### config.mk
export PLATFORM = sky130hd
export DESIGN_NAME = external_device_monitor
export DESIGN_NICKNAME = d
export VERILOG_FILES = /design/src/hdl/edm_pkg.sv /design/src/hdl/external_device_monitor.sv /design/src/hdl/monitor_unit.sv
export SDC_FILE = /design/constraint.sdc
export NUM_CORES = 1
export LEC_CHECK = 0
export CORE_MARGIN = 8
export CORE_UTILIZATION = 41
export DETAILED_ROUTE_END_ITERATION = 8
export DONT_BUFFER_PORTS = 1
export GPL_TIMING_DRIVEN = 1
export PLACE_DENSITY = 0.64
export SLEW_MARGIN = 20
export SYNTH_ARGS = -nofsm -noshare
export SYNTH_HDL_FRONTEND = slang
export SYNTH_SLANG_ARGS = --single-unit
export TNS_END_PERCENT = 10
### constraint.sdc
create_clock -name i_sys_clk -period 10.72 [get_ports i_sys_clk]
set_input_delay 0.536 -clock i_sys_clk [delete_from_list [all_inputs] [get_ports i_sys_clk]]
set_output_delay 0.536 -clock i_sys_clk [all_outputs]
set_load 0.03 [all_outputs]
### src/hdl/edm_pkg.sv
// constants shared by the external device monitor block
package device_monitor_pkg;
	localparam int unsigned CLK_KHZ = 10000;
	localparam int unsigned LIMIT_MS = 250;
	localparam int unsigned LIMIT_CYCLES = LIMIT_MS * CLK_KHZ;
	localparam int unsigned TIMER_W = 22;
	localparam int unsigned NUM_OUT = 4;
	localparam int unsigned NUM_MON = 4;
	localparam int unsigned RELAY_CONTACTS = 2;
	localparam int unsigned ADDR_W = 5;
	localparam logic [2:0] IDX_CTRL = 3'h0;
	localparam logic [2:0] IDX_MON_ENABLE = 3'h1;
	localparam logic [2:0] IDX_MON_MAP = 3'h2;
	localparam logic [2:0] IDX_MON_MODE = 3'h3;
	localparam logic [2:0] IDX_STATUS = 3'h4;
	localparam int unsigned CTRL_RESET_BIT = 0;
	localparam int unsigned CTRL_AUTO_POS = 8;
	localparam int unsigned MAP_FIELD_W = 2;
	localparam int unsigned STAT_OUT_POS = 0;
	localparam int unsigned STAT_LOCK_POS = 8;
	localparam int unsigned STAT_READY_POS = 16;
	localparam logic [31:0] RST_CTRL = 32'h0000_0000;
	localparam logic [31:0] RST_MON_ENABLE = 32'h0000_0000;
	localparam logic [31:0] RST_MON_MAP = 32'h0000_0000;
	localparam logic [31:0] RST_MON_MODE = 32'h0000_0000;
	typedef enum logic [3:0] {
		MON_OFF = 4'b0001,
		MON_ON = 4'b0010,
		MON_WAIT = 4'b0100,
		MON_LOCK = 4'b1000
	} mon_state_t;
endpackage : device_monitor_pkg

### src/hdl/external_device_monitor.sv
// external device monitor with safety output gating and avalon registers
`timescale 1ns/1ns
module external_device_monitor import device_monitor_pkg::*; #(
	parameter int unsigned N_OUT = NUM_OUT,
	parameter int unsigned N_MON = NUM_MON,
	parameter int unsigned CONTACTS = RELAY_CONTACTS,
	parameter int unsigned LIMIT = LIMIT_CYCLES
) (
	input wire logic i_sys_clk,
	input wire logic i_sys_rst,
	input wire logic [N_OUT-1:0] i_run_request,
	input wire logic [N_MON-1:0] i_monitor_a,
	input wire logic [N_MON-1:0] i_monitor_b,
	input wire logic [ADDR_W-1:0] i_avs_address,
	input wire logic i_avs_read,
	input wire logic i_avs_write,
	input wire logic [31:0] i_avs_writedata,
	input wire logic [3:0] i_avs_byteenable,
	output logic [31:0] o_avs_readdata,
	output logic o_avs_waitrequest,
	output logic [N_OUT-1:0] o_safety_switching_output,
	output logic [N_OUT*CONTACTS-1:0] o_relay_output_group,
	output logic [N_MON-1:0] o_lockout
);
	logic [31:0] ctrl;
	logic [31:0] next_ctrl;
	logic [31:0] mon_enable;
	logic [31:0] next_mon_enable;
	logic [31:0] mon_map;
	logic [31:0] next_mon_map;
	logic [31:0] mon_mode;
	logic [31:0] next_mon_mode;
	logic reset_pulse;
	logic next_reset_pulse;
	logic [31:0] next_readdata;
	logic next_waitrequest;
	logic [N_OUT-1:0] out_on;
	logic [N_OUT-1:0] next_out_on;
	logic [N_MON-1:0] mon_used;
	logic [N_MON-1:0] mon_any_on;
	logic [N_MON-1:0] mon_ready;
	logic [N_MON-1:0] mon_lock;
	logic [31:0] status;
	logic accept_write;
	logic [31:0] wmask;

	////////////////////////////////////////////////////////////////////////////
	// output k supervised by monitor m
	function automatic logic maps_to(input logic [31:0] en, input logic [31:0] map,
			input int unsigned k, input int unsigned m);
		logic [MAP_FIELD_W-1:0] idx;
		idx = map[k*MAP_FIELD_W +: MAP_FIELD_W];
		maps_to = en[k] && (32'(idx) == 32'(m));
	endfunction : maps_to

	function automatic logic [MAP_FIELD_W-1:0] map_of(input logic [31:0] map,
			input int unsigned k);
		map_of = map[k*MAP_FIELD_W +: MAP_FIELD_W];
	endfunction : map_of

	////////////////////////////////////////////////////////////////////////////
	// fan outputs into monitors
	always_comb begin
		mon_used = '0;
		mon_any_on = '0;
		for (int unsigned m = 0; m < N_MON; m++) begin
			for (int unsigned k = 0; k < N_OUT; k++) begin
				if (maps_to(mon_enable, mon_map, k, m)) begin
					mon_used[m] = 1'b1;
					mon_any_on[m] = mon_any_on[m] | out_on[k];
				end
			end
		end
	end

	generate
		for (genvar g = 0; g < N_MON; g++) begin : g_mon
			monitor_unit #(
				.LIMIT(LIMIT),
				.TW(TIMER_W)
			) u_mon (
				.i_sys_clk(i_sys_clk),
				.i_sys_rst(i_sys_rst),
				.i_used(mon_used[g]),
				.i_two_channel(mon_mode[g]),
				.i_outputs_on(mon_any_on[g]),
				.i_contact_a(i_monitor_a[g]),
				.i_contact_b(i_monitor_b[g]),
				.i_fault_reset(reset_pulse),
				.o_ready(mon_ready[g]),
				.o_lockout(mon_lock[g])
			);
		end
	endgenerate

	////////////////////////////////////////////////////////////////////////////
	// safety output switching
	always_comb begin
		logic gate;
		logic locked;
		logic [MAP_FIELD_W-1:0] idx;
		gate = 1'b0;
		locked = 1'b0;
		idx = '0;
		next_out_on = out_on;
		for (int unsigned k = 0; k < N_OUT; k++) begin
			idx = map_of(mon_map, k);
			locked = mon_enable[k] && mon_lock[idx];
			gate = !mon_enable[k] || (mon_ready[idx] && !mon_lock[idx]);
			if (!i_run_request[k] || locked) begin
				next_out_on[k] = 1'b0;
			end else if (!out_on[k] && gate &&
					(reset_pulse || ctrl[CTRL_AUTO_POS + k])) begin
				next_out_on[k] = 1'b1;
			end
		end
	end

	always_ff @(posedge i_sys_clk or posedge i_sys_rst) begin
		if (i_sys_rst) begin
			out_on <= '0;
			o_safety_switching_output <= '0;
			o_relay_output_group <= '0;
			o_lockout <= '0;
		end else begin
			out_on <= next_out_on;
			o_safety_switching_output <= next_out_on;
			for (int unsigned k = 0; k < N_OUT; k++) begin
				o_relay_output_group[k*CONTACTS +: CONTACTS] <= {CONTACTS{next_out_on[k]}};
			end
			o_lockout <= mon_lock;
		end
	end

	////////////////////////////////////////////////////////////////////////////
	// avalon slave, one wait cycle
	assign accept_write = i_avs_write && !o_avs_waitrequest;
	assign wmask = {{8{i_avs_byteenable[3]}}, {8{i_avs_byteenable[2]}},
		{8{i_avs_byteenable[1]}}, {8{i_avs_byteenable[0]}}};

	always_comb begin
		status = '0;
		status[STAT_OUT_POS +: N_OUT] = out_on;
		status[STAT_LOCK_POS +: N_MON] = mon_lock;
		status[STAT_READY_POS +: N_MON] = mon_ready;
	end

	always_comb begin
		next_ctrl = ctrl;
		next_mon_enable = mon_enable;
		next_mon_map = mon_map;
		next_mon_mode = mon_mode;
		next_reset_pulse = 1'b0;
		next_waitrequest = 1'b1;
		next_readdata = o_avs_readdata;
		if ((i_avs_read || i_avs_write) && o_avs_waitrequest) begin
			next_waitrequest = 1'b0;
			unique case (i_avs_address[ADDR_W-1:2])
				IDX_CTRL: next_readdata = ctrl;
				IDX_MON_ENABLE: next_readdata = mon_enable;
				IDX_MON_MAP: next_readdata = mon_map;
				IDX_MON_MODE: next_readdata = mon_mode;
				IDX_STATUS: next_readdata = status;
				default: next_readdata = 32'h0000_0000;
			endcase
		end
		if (accept_write) begin
			unique case (i_avs_address[ADDR_W-1:2])
				IDX_CTRL: begin
					next_ctrl = (ctrl & ~wmask) | (i_avs_writedata & wmask);
					next_ctrl[CTRL_RESET_BIT] = 1'b0;
					next_reset_pulse = i_avs_writedata[CTRL_RESET_BIT] && i_avs_byteenable[0];
				end
				IDX_MON_ENABLE: next_mon_enable = (mon_enable & ~wmask) | (i_avs_writedata & wmask);
				IDX_MON_MAP: next_mon_map = (mon_map & ~wmask) | (i_avs_writedata & wmask);
				IDX_MON_MODE: next_mon_mode = (mon_mode & ~wmask) | (i_avs_writedata & wmask);
				default: next_ctrl = ctrl;
			endcase
		end
	end

	always_ff @(posedge i_sys_clk or posedge i_sys_rst) begin
		if (i_sys_rst) begin
			ctrl <= RST_CTRL;
			mon_enable <= RST_MON_ENABLE;
			mon_map <= RST_MON_MAP;
			mon_mode <= RST_MON_MODE;
			reset_pulse <= 1'b0;
			o_avs_waitrequest <= 1'b1;
			o_avs_readdata <= 32'h0000_0000;
		end else begin
			ctrl <= next_ctrl;
			mon_enable <= next_mon_enable;
			mon_map <= next_mon_map;
			mon_mode <= next_mon_mode;
			reset_pulse <= next_reset_pulse;
			o_avs_waitrequest <= next_waitrequest;
			o_avs_readdata <= next_readdata;
		end
	end
endmodule : external_device_monitor

### src/hdl/monitor_unit.sv
// one monitor input pair with its response and disagreement timers
`timescale 1ns/1ns
module monitor_unit import device_monitor_pkg::*; #(
	parameter int unsigned LIMIT = LIMIT_CYCLES,
	parameter int unsigned TW = TIMER_W
) (
	input wire logic i_sys_clk,
	input wire logic i_sys_rst,
	input wire logic i_used,
	input wire logic i_two_channel,
	input wire logic i_outputs_on,
	input wire logic i_contact_a,
	input wire logic i_contact_b,
	input wire logic i_fault_reset,
	output logic o_ready,
	output logic o_lockout
);
	localparam logic [TW-1:0] LAST = TW'(LIMIT - 1);
	localparam logic [TW-1:0] FULL = TW'(LIMIT);
	mon_state_t state;
	mon_state_t next_state;
	logic [TW-1:0] off_count;
	logic [TW-1:0] next_off_count;
	logic [TW-1:0] dis_count;
	logic [TW-1:0] next_dis_count;
	logic closed;
	logic disagree;

	assign closed = i_contact_a && (!i_two_channel || i_contact_b);
	assign disagree = i_two_channel && (i_contact_a != i_contact_b);

	////////////////////////////////////////////////////////////////////////////
	always_comb begin
		next_state = state;
		next_off_count = off_count;
		next_dis_count = '0;
		if (!i_used) begin
			next_state = MON_OFF;
			next_off_count = '0;
		end else begin
			unique case (state)
				MON_OFF: begin
					if (i_outputs_on) begin
						next_state = MON_ON;
					end
				end
				MON_ON: begin
					if (!i_outputs_on) begin
						next_off_count = '0;
						next_state = i_two_channel ? MON_OFF : MON_WAIT;
					end
				end
				MON_WAIT: begin
					if (closed) begin
						next_state = MON_OFF;
					end else if (off_count == LAST) begin
						next_state = MON_LOCK;
					end else begin
						next_off_count = off_count + TW'(1);
					end
				end
				MON_LOCK: begin
					if (i_fault_reset && closed && !disagree) begin
						next_state = MON_OFF;
					end
				end
			endcase
			if (disagree && state != MON_LOCK) begin
				if (dis_count == FULL) begin
					next_state = MON_LOCK;
				end else begin
					next_dis_count = dis_count + TW'(1);
				end
			end
		end
	end

	always_ff @(posedge i_sys_clk or posedge i_sys_rst) begin
		if (i_sys_rst) begin
			state <= MON_OFF;
			off_count <= '0;
			dis_count <= '0;
		end else begin
			state <= next_state;
			off_count <= next_off_count;
			dis_count <= next_dis_count;
		end
	end

	////////////////////////////////////////////////////////////////////////////
	// ready when unused, or when closed in MON_OFF
	assign o_ready = !i_used || (closed && state == MON_OFF);
	assign o_lockout = i_used && state == MON_LOCK;
endmodule : monitor_unit

# Word level (Yosys, flattened, before mapping)
# Index checks and enable logic that the tools add are counted.
word_totals:
  register_bits: 368
  latch_bits: 0
  mem_bits_rw: 0
  romBits: 0
  input_bits: 57
  out_inout_bits: 49
  word_cells: 378
  memories: 0
op_classes:
  n_addsub: 8
  n_mul: 0
  div_mod_pow: 0
  magnitude_cmp: 4
  eq_ne: 64
  shifts: 0
  muxes: 132
  bitwise_logic: 22
  n_reduce_logical: 126
ops:
  columns: ["operator", "n"]
  rows:
  - ["22-bit 2-to-1 mux", 28]
  - ["22-bit by 1-bit adder with 22-bit output, second input constant", 8]
  - ["22-bit equality test, second input constant", 8]
  - ["22-bit one-hot mux with 2 select lines", 4]
  - ["32-bit AND", 5]
  - ["32-bit one-hot mux with 5 select lines", 1]
  - ["4-bit 2-to-1 mux", 32]
  - ["32-bit OR", 4]
  - ["4-bit one-hot mux with 4 select lines", 4]
  - ["1-bit logical AND", 63]
  - ["1-bit 2-to-1 mux", 51]
  - ["3-bit != test, second input constant", 16]
  - ["32-bit NOT", 1]
  - ["1-bit logical NOT", 29]
  - ["1-bit logical OR", 21]
  - ["1-bit binary-select mux with 2-bit select", 8]
  - ["2-bit equality test, second input constant", 8]
  - ["4-bit by 1-bit equality test with 1-bit output, second input constant", 4]
  - ["4-bit by 2-bit equality test with 1-bit output, second input constant", 4]
  - ["4-bit by 3-bit equality test with 1-bit output, second input constant", 4]
  - ["4-bit equality test, second input constant", 4]
  - ["4-bit != test, second input constant", 4]
  - ["4-bit AND reduction", 4]
  - ["2-bit by 3-bit less-than comparator with 1-bit output, second input constant", 4]
  - ["10 further kinds", 37]

# Longest topological paths before layout
depth:
  depth_word: 16
  mapped_depth: 8
  mapped_depth_nobuf: 7

# Hierarchy
# From an unflattened synthesis, not the netlist that was laid out.
unflattened:
  cells_unflattened: 1804
  hier_area_um2: 19761.5
modules_own_cells:
  columns: ["module", "instances", "cells_each", "area_per_inst_um2", "seq_area_each_um2"]
  rows:
  - ["external_device_monitor", 1, 545, 8155.3, 4230.3]
  - ["monitor_unit at g_mon[0].u_mon ...", 2, 321, 2950.3, 1202.4]
  - ["monitor_unit at g_mon[2].u_mon", 1, 317, 2936.6, 1202.4]
  - ["monitor_unit at g_mon[3].u_mon", 1, 300, 2768.9, 1202.4]

# Worst setup path after synthesis
# Ideal clock, no wire load.
synth_path:
  kind: "in2reg"
  startpoint: "in i_avs_address[2]"
  endpoint: "reg (tool-made name)"
  setup_ns: 0.125
  arrival_ns: 2.059
  required_time_ns: 10.595
  setup_slack_ns: 8.536
  stages: 6
  n_path_buf: 2
  path_cell_list: "clkbuf_1 > nand2b_1 > or2_2 > clkbuf_1 > nor2_1 > mux2_2"
synth_rtl:
  columns: ["element", "line_no", "text"]
  rows:
  - ["start, declared", "external_device_monitor.sv:14", "input wire logic [ADDR_W-1:0] i_avs_address,"]

# Worst setup path in the final report
layout_path:
  startpoint: "reg g_mon[3].u_mon.state[1]"
  endpoint: "reg g_mon[3].u_mon.off_count[8]"
layout_between:
  elab_chain_cells: 3
  word_cells_on_any_way: 9
  classes_between: "6 x eq/ne; 2 x mux; 1 x reduce/logical"
layout_lines:
  columns: ["element", "line_no", "text"]
  rows:
  - ["start, declared", "monitor_unit.sv:20", "mon_state_t state;"]
  - ["start signal, assigned", "monitor_unit.sv:84", "state <= next_state;"]
  - ["4-bit by 3-bit equality test with 1-bit output / 4-bit by 2-bit equality test with 1-bit output (equally long branches)", "monitor_unit.sv:41", "unique case (state)"]
  - ["3-bit != test (no source line) / 22-bit one-hot mux with 2 select lines (equally long branches)", null, null]
  - ["4-bit AND reduction (no source line) / 22-bit 2-to-1 mux (equally long branches)", null, null]
  - ["end signal, assigned", "monitor_unit.sv:85", "off_count <= next_off_count;"]
  - ["end, declared", "monitor_unit.sv:22", "logic [TW-1:0] off_count;"]
# Parallel ways exist; a longest one is shown, timed or not.
# A chain may end at the register's enable or synchronous reset.

==> results.sh <==
export IMPL_run_status="finished, final reports clean"
export IMPL_critical_path_class="reg -> reg"
export IMPL_wl_met3_mm=2.57
export IMPL_cap_violations=0
export IMPL_synth_top_area_share_pct=48.4
export IMPL_placed_cell_area_mm2=0.0190
export IMPL_first_pass_iters=7
export IMPL_ys_flop_type="dfrtp_1"
export IMPL_powerDensity_mw_per_mm2=172
export IMPL_fillerInstances=4141
export IMPL_vias=13998
export IMPL_power_uw=3490
export IMPL_synth_async_reset_ratio_pct=100
export IMPL_syn_area_mm2=0.0184
export IMPL_min_period_ns=2.92
export IMPL_hold_buffers=0
export IMPL_fin_area_mm2=0.0203
export IMPL_synthesis_nets=1881
export IMPL_grt_start_max_net_pins=145
export IMPL_cts_resized=0
export IMPL_detail_route_antenna_nets=0
export IMPL_wirelength_met1_mm=20.3
export IMPL_leakage_uw=0.00810
export IMPL_grtUsageTotal_pct=16.7
export IMPL_fmax_mhz=343
export IMPL_grt_pass1_wl_mm=73.1
export IMPL_setup_viol=0
export IMPL_ir_worst_vdd_v=0.000138
export IMPL_cp_max_fo=18
export IMPL_cts_tree="built"
export IMPL_min_path_type="in -> reg"
export IMPL_yosysMostFrequentCell="dfrtp_1"
export IMPL_postCtsSetupBuffers=0
export IMPL_cts_sinks=361
export IMPL_antenna_found_initial=3
export IMPL_htreeDepth=2
export IMPL_gp_congestion=0.813
export IMPL_pre_cts_ws_ns=7.83
export IMPL_die_area_mm2=0.0520
export IMPL_num_antenna_cells=0
export IMPL_drtIter0Drc=1084
export IMPL_worstMarginPinSlew_ns=1.05
export IMPL_drt_wl_total_mm=44.6
export IMPL_grt_overflow_total=0
export IMPL_clock_latency_ns=0.55
export IMPL_grt_pass1_vias=13588
export IMPL_std_cell_rows=77
export IMPL_synthTopCellsByArea="dfrtp_1 (48%), mux2_2 (7.5%), nor2_1 (3.6%)"
export IMPL_seq_area_frac_synth_pct=49.1
export IMPL_core_mm2=0.0443
export IMPL_dp_final_hpwl_mm=29.8
export IMPL_nets=1856
export IMPL_synthToLayoutAreaGrowth_pct=10.2
export IMPL_io_pins=106
export IMPL_cts_root_buf="clkbuf_16"
export IMPL_ys_seq_elements=361
export IMPL_synth_common_cells="dfrtp_1 (356), nor2_1 (177), nand2_1 (144), mux2_2 (123), nand3_1 (91)"
export IMPL_die_h_um=228
export IMPL_drc=0
export IMPL_drive_gt1_share_pct=13.8
export IMPL_die_w_um=228
export IMPL_rsz0062_at_grt="no"
export IMPL_hold_ws_ns=0.116
export IMPL_fin_skew_ns=0.0208
export IMPL_clk_pin_slew_ns=0.06
export IMPL_worstSetupStartpointType="register"
export IMPL_top_layer_used="met5"
export IMPL_synth_area_per_cell_um2=10.2
export IMPL_via_per_inst=5.81
export IMPL_fin_setup_tns_ns=0
export IMPL_port_buffers=0
export IMPL_slew_violations=0
export IMPL_fin_ws_ns=7.80
export IMPL_ys_types=74
export IMPL_slew_limit_headroom_pct=29.8
export IMPL_worst_endpoint_required_ns=11.16
export IMPL_critPathCaptureType="register"
export IMPL_cts_buffers=39
export IMPL_initial_core_util_pct=41.6
export IMPL_cts_buffer_depth=3
export IMPL_wl_met2_mm=20.8
export IMPL_arrival_ns=3.36
export IMPL_synth_edf_count=0
export IMPL_yosys_warnings=0
export IMPL_hold_violations=0
export IMPL_synth_cells=1812
export IMPL_wl_per_cell_um=18.5
export IMPL_synth_top_area_cell="dfrtp_1"
export IMPL_timing_final_crit_share_pct=27.2
## critical path: stages (launching register included)
cell and delay (ns):
dfrtp_1 0.45, or4b_1 0.59, a21oi_2 0.49, o21ai_1 0.53, or4_1 0.60, a21oi_1 0.16
## metrics by stage
stage / cells / util (%)
after floorplan: 1812 / -
after global placement: 2335 / 42.8
after detailed placement: 2335 / 42.8
after CTS: 2405 / 45.7
after global routing: 2408 / 45.8
final: 2408 / 45.8
## cell type report
type                       instances  area [um2]  share of cell area (%)
tap                              592         741                    3.65
inverter                          36         148                   0.727
clock buffer                      50        1080                    5.31
timing repair buffer              20         173                   0.850
multi-input combinational       1329        8930                    44.0
sequential                       361        9040                    44.5
clock inverter                    20         193                   0.949
## layer usage
metal / global-route usage, % / vias up
met3: 3.66 / 63
met4: 4.35 / 6
met2: 26.9 / 290
met1: 22.5 / 7007
li1: - / 6632
met5: 0 / -
## cell usage in the layout, fill, tap and decap left out, types with 8 or more instances in the layout
master	count
a221oi_1	31
and2_1	19
o31ai_1	22
dfrtp_1	354
mux2i_1	10
and3b_1	8
nand4_1	51
nand2_1	144
o21ai_0	66
or4_1	38
nor2b_1	15
a31oi_1	22
a22o_1	31
nor3_1	20
a21boi_0	11
and3_1	23
ha_1	12
or3_1	27
a21oi_1	58
xnor2_1	39
nor4_1	23
buf_4	16
clkinv_2	13
a21o_1	13
xor2_1	65
nor4b_1	10
inv_1	35
mux2_2	123
and4_1	17
nor4bb_1	11
nand2b_1	26
nor2_1	176
clkbuf_16	39
nand3_1	91
o211ai_1	17
## kinds of logic after synthesis
group           share of synthesized area, %
compound gates                          12.6
xor+xnor                                4.95
fa+ha+maj                              0.924
buf+inv                                 2.78
flops                                   49.1
mux                                     8.06
simple gates                            21.6
## worst paths after layout
kind / startpoint / endpoint / slack (ns) / cells past startpoint
setup / recovery: g_mon[3].u_mon.state[1]$_DFF_PP0_ / g_mon[3].u_mon.off_count[8]$_DFFE_PP0P_ / 7.80 / 5
hold / removal: i_avs_writedata[5] / register / 0.12 / 2
setup reg to reg: g_mon[3].u_mon.state[1]$_DFF_PP0_ / g_mon[3].u_mon.off_count[8]$_DFFE_PP0P_ / 7.80 / 5
hold reg to reg: g_mon[1].u_mon.dis_count[0]$_DFF_PP0_ / g_mon[1].u_mon.dis_count[0]$_DFF_PP0_ / 0.48 / 1
max in group asynchronous: i_sys_rst / g_mon[0].u_mon.off_count[1]$_DFFE_PP0P_ / 8.52 / 3
min in group asynchronous: i_sys_rst / o_avs_readdata[2]$_DFFE_PP0P_ / 0.65 / 2
## power breakdown
| part | leakage, uW | internal, uW | total, uW | switching (uW) |
|---|---|---|---|---|
| logic | 0.00260 | 203 | 474 | 272 |
| registers | 0.00487 | 1500 | 1680 | 186 |
| clock network | 0.000633 | 766 | 1330 | 566 |
(Power assumes the default switching activity.)
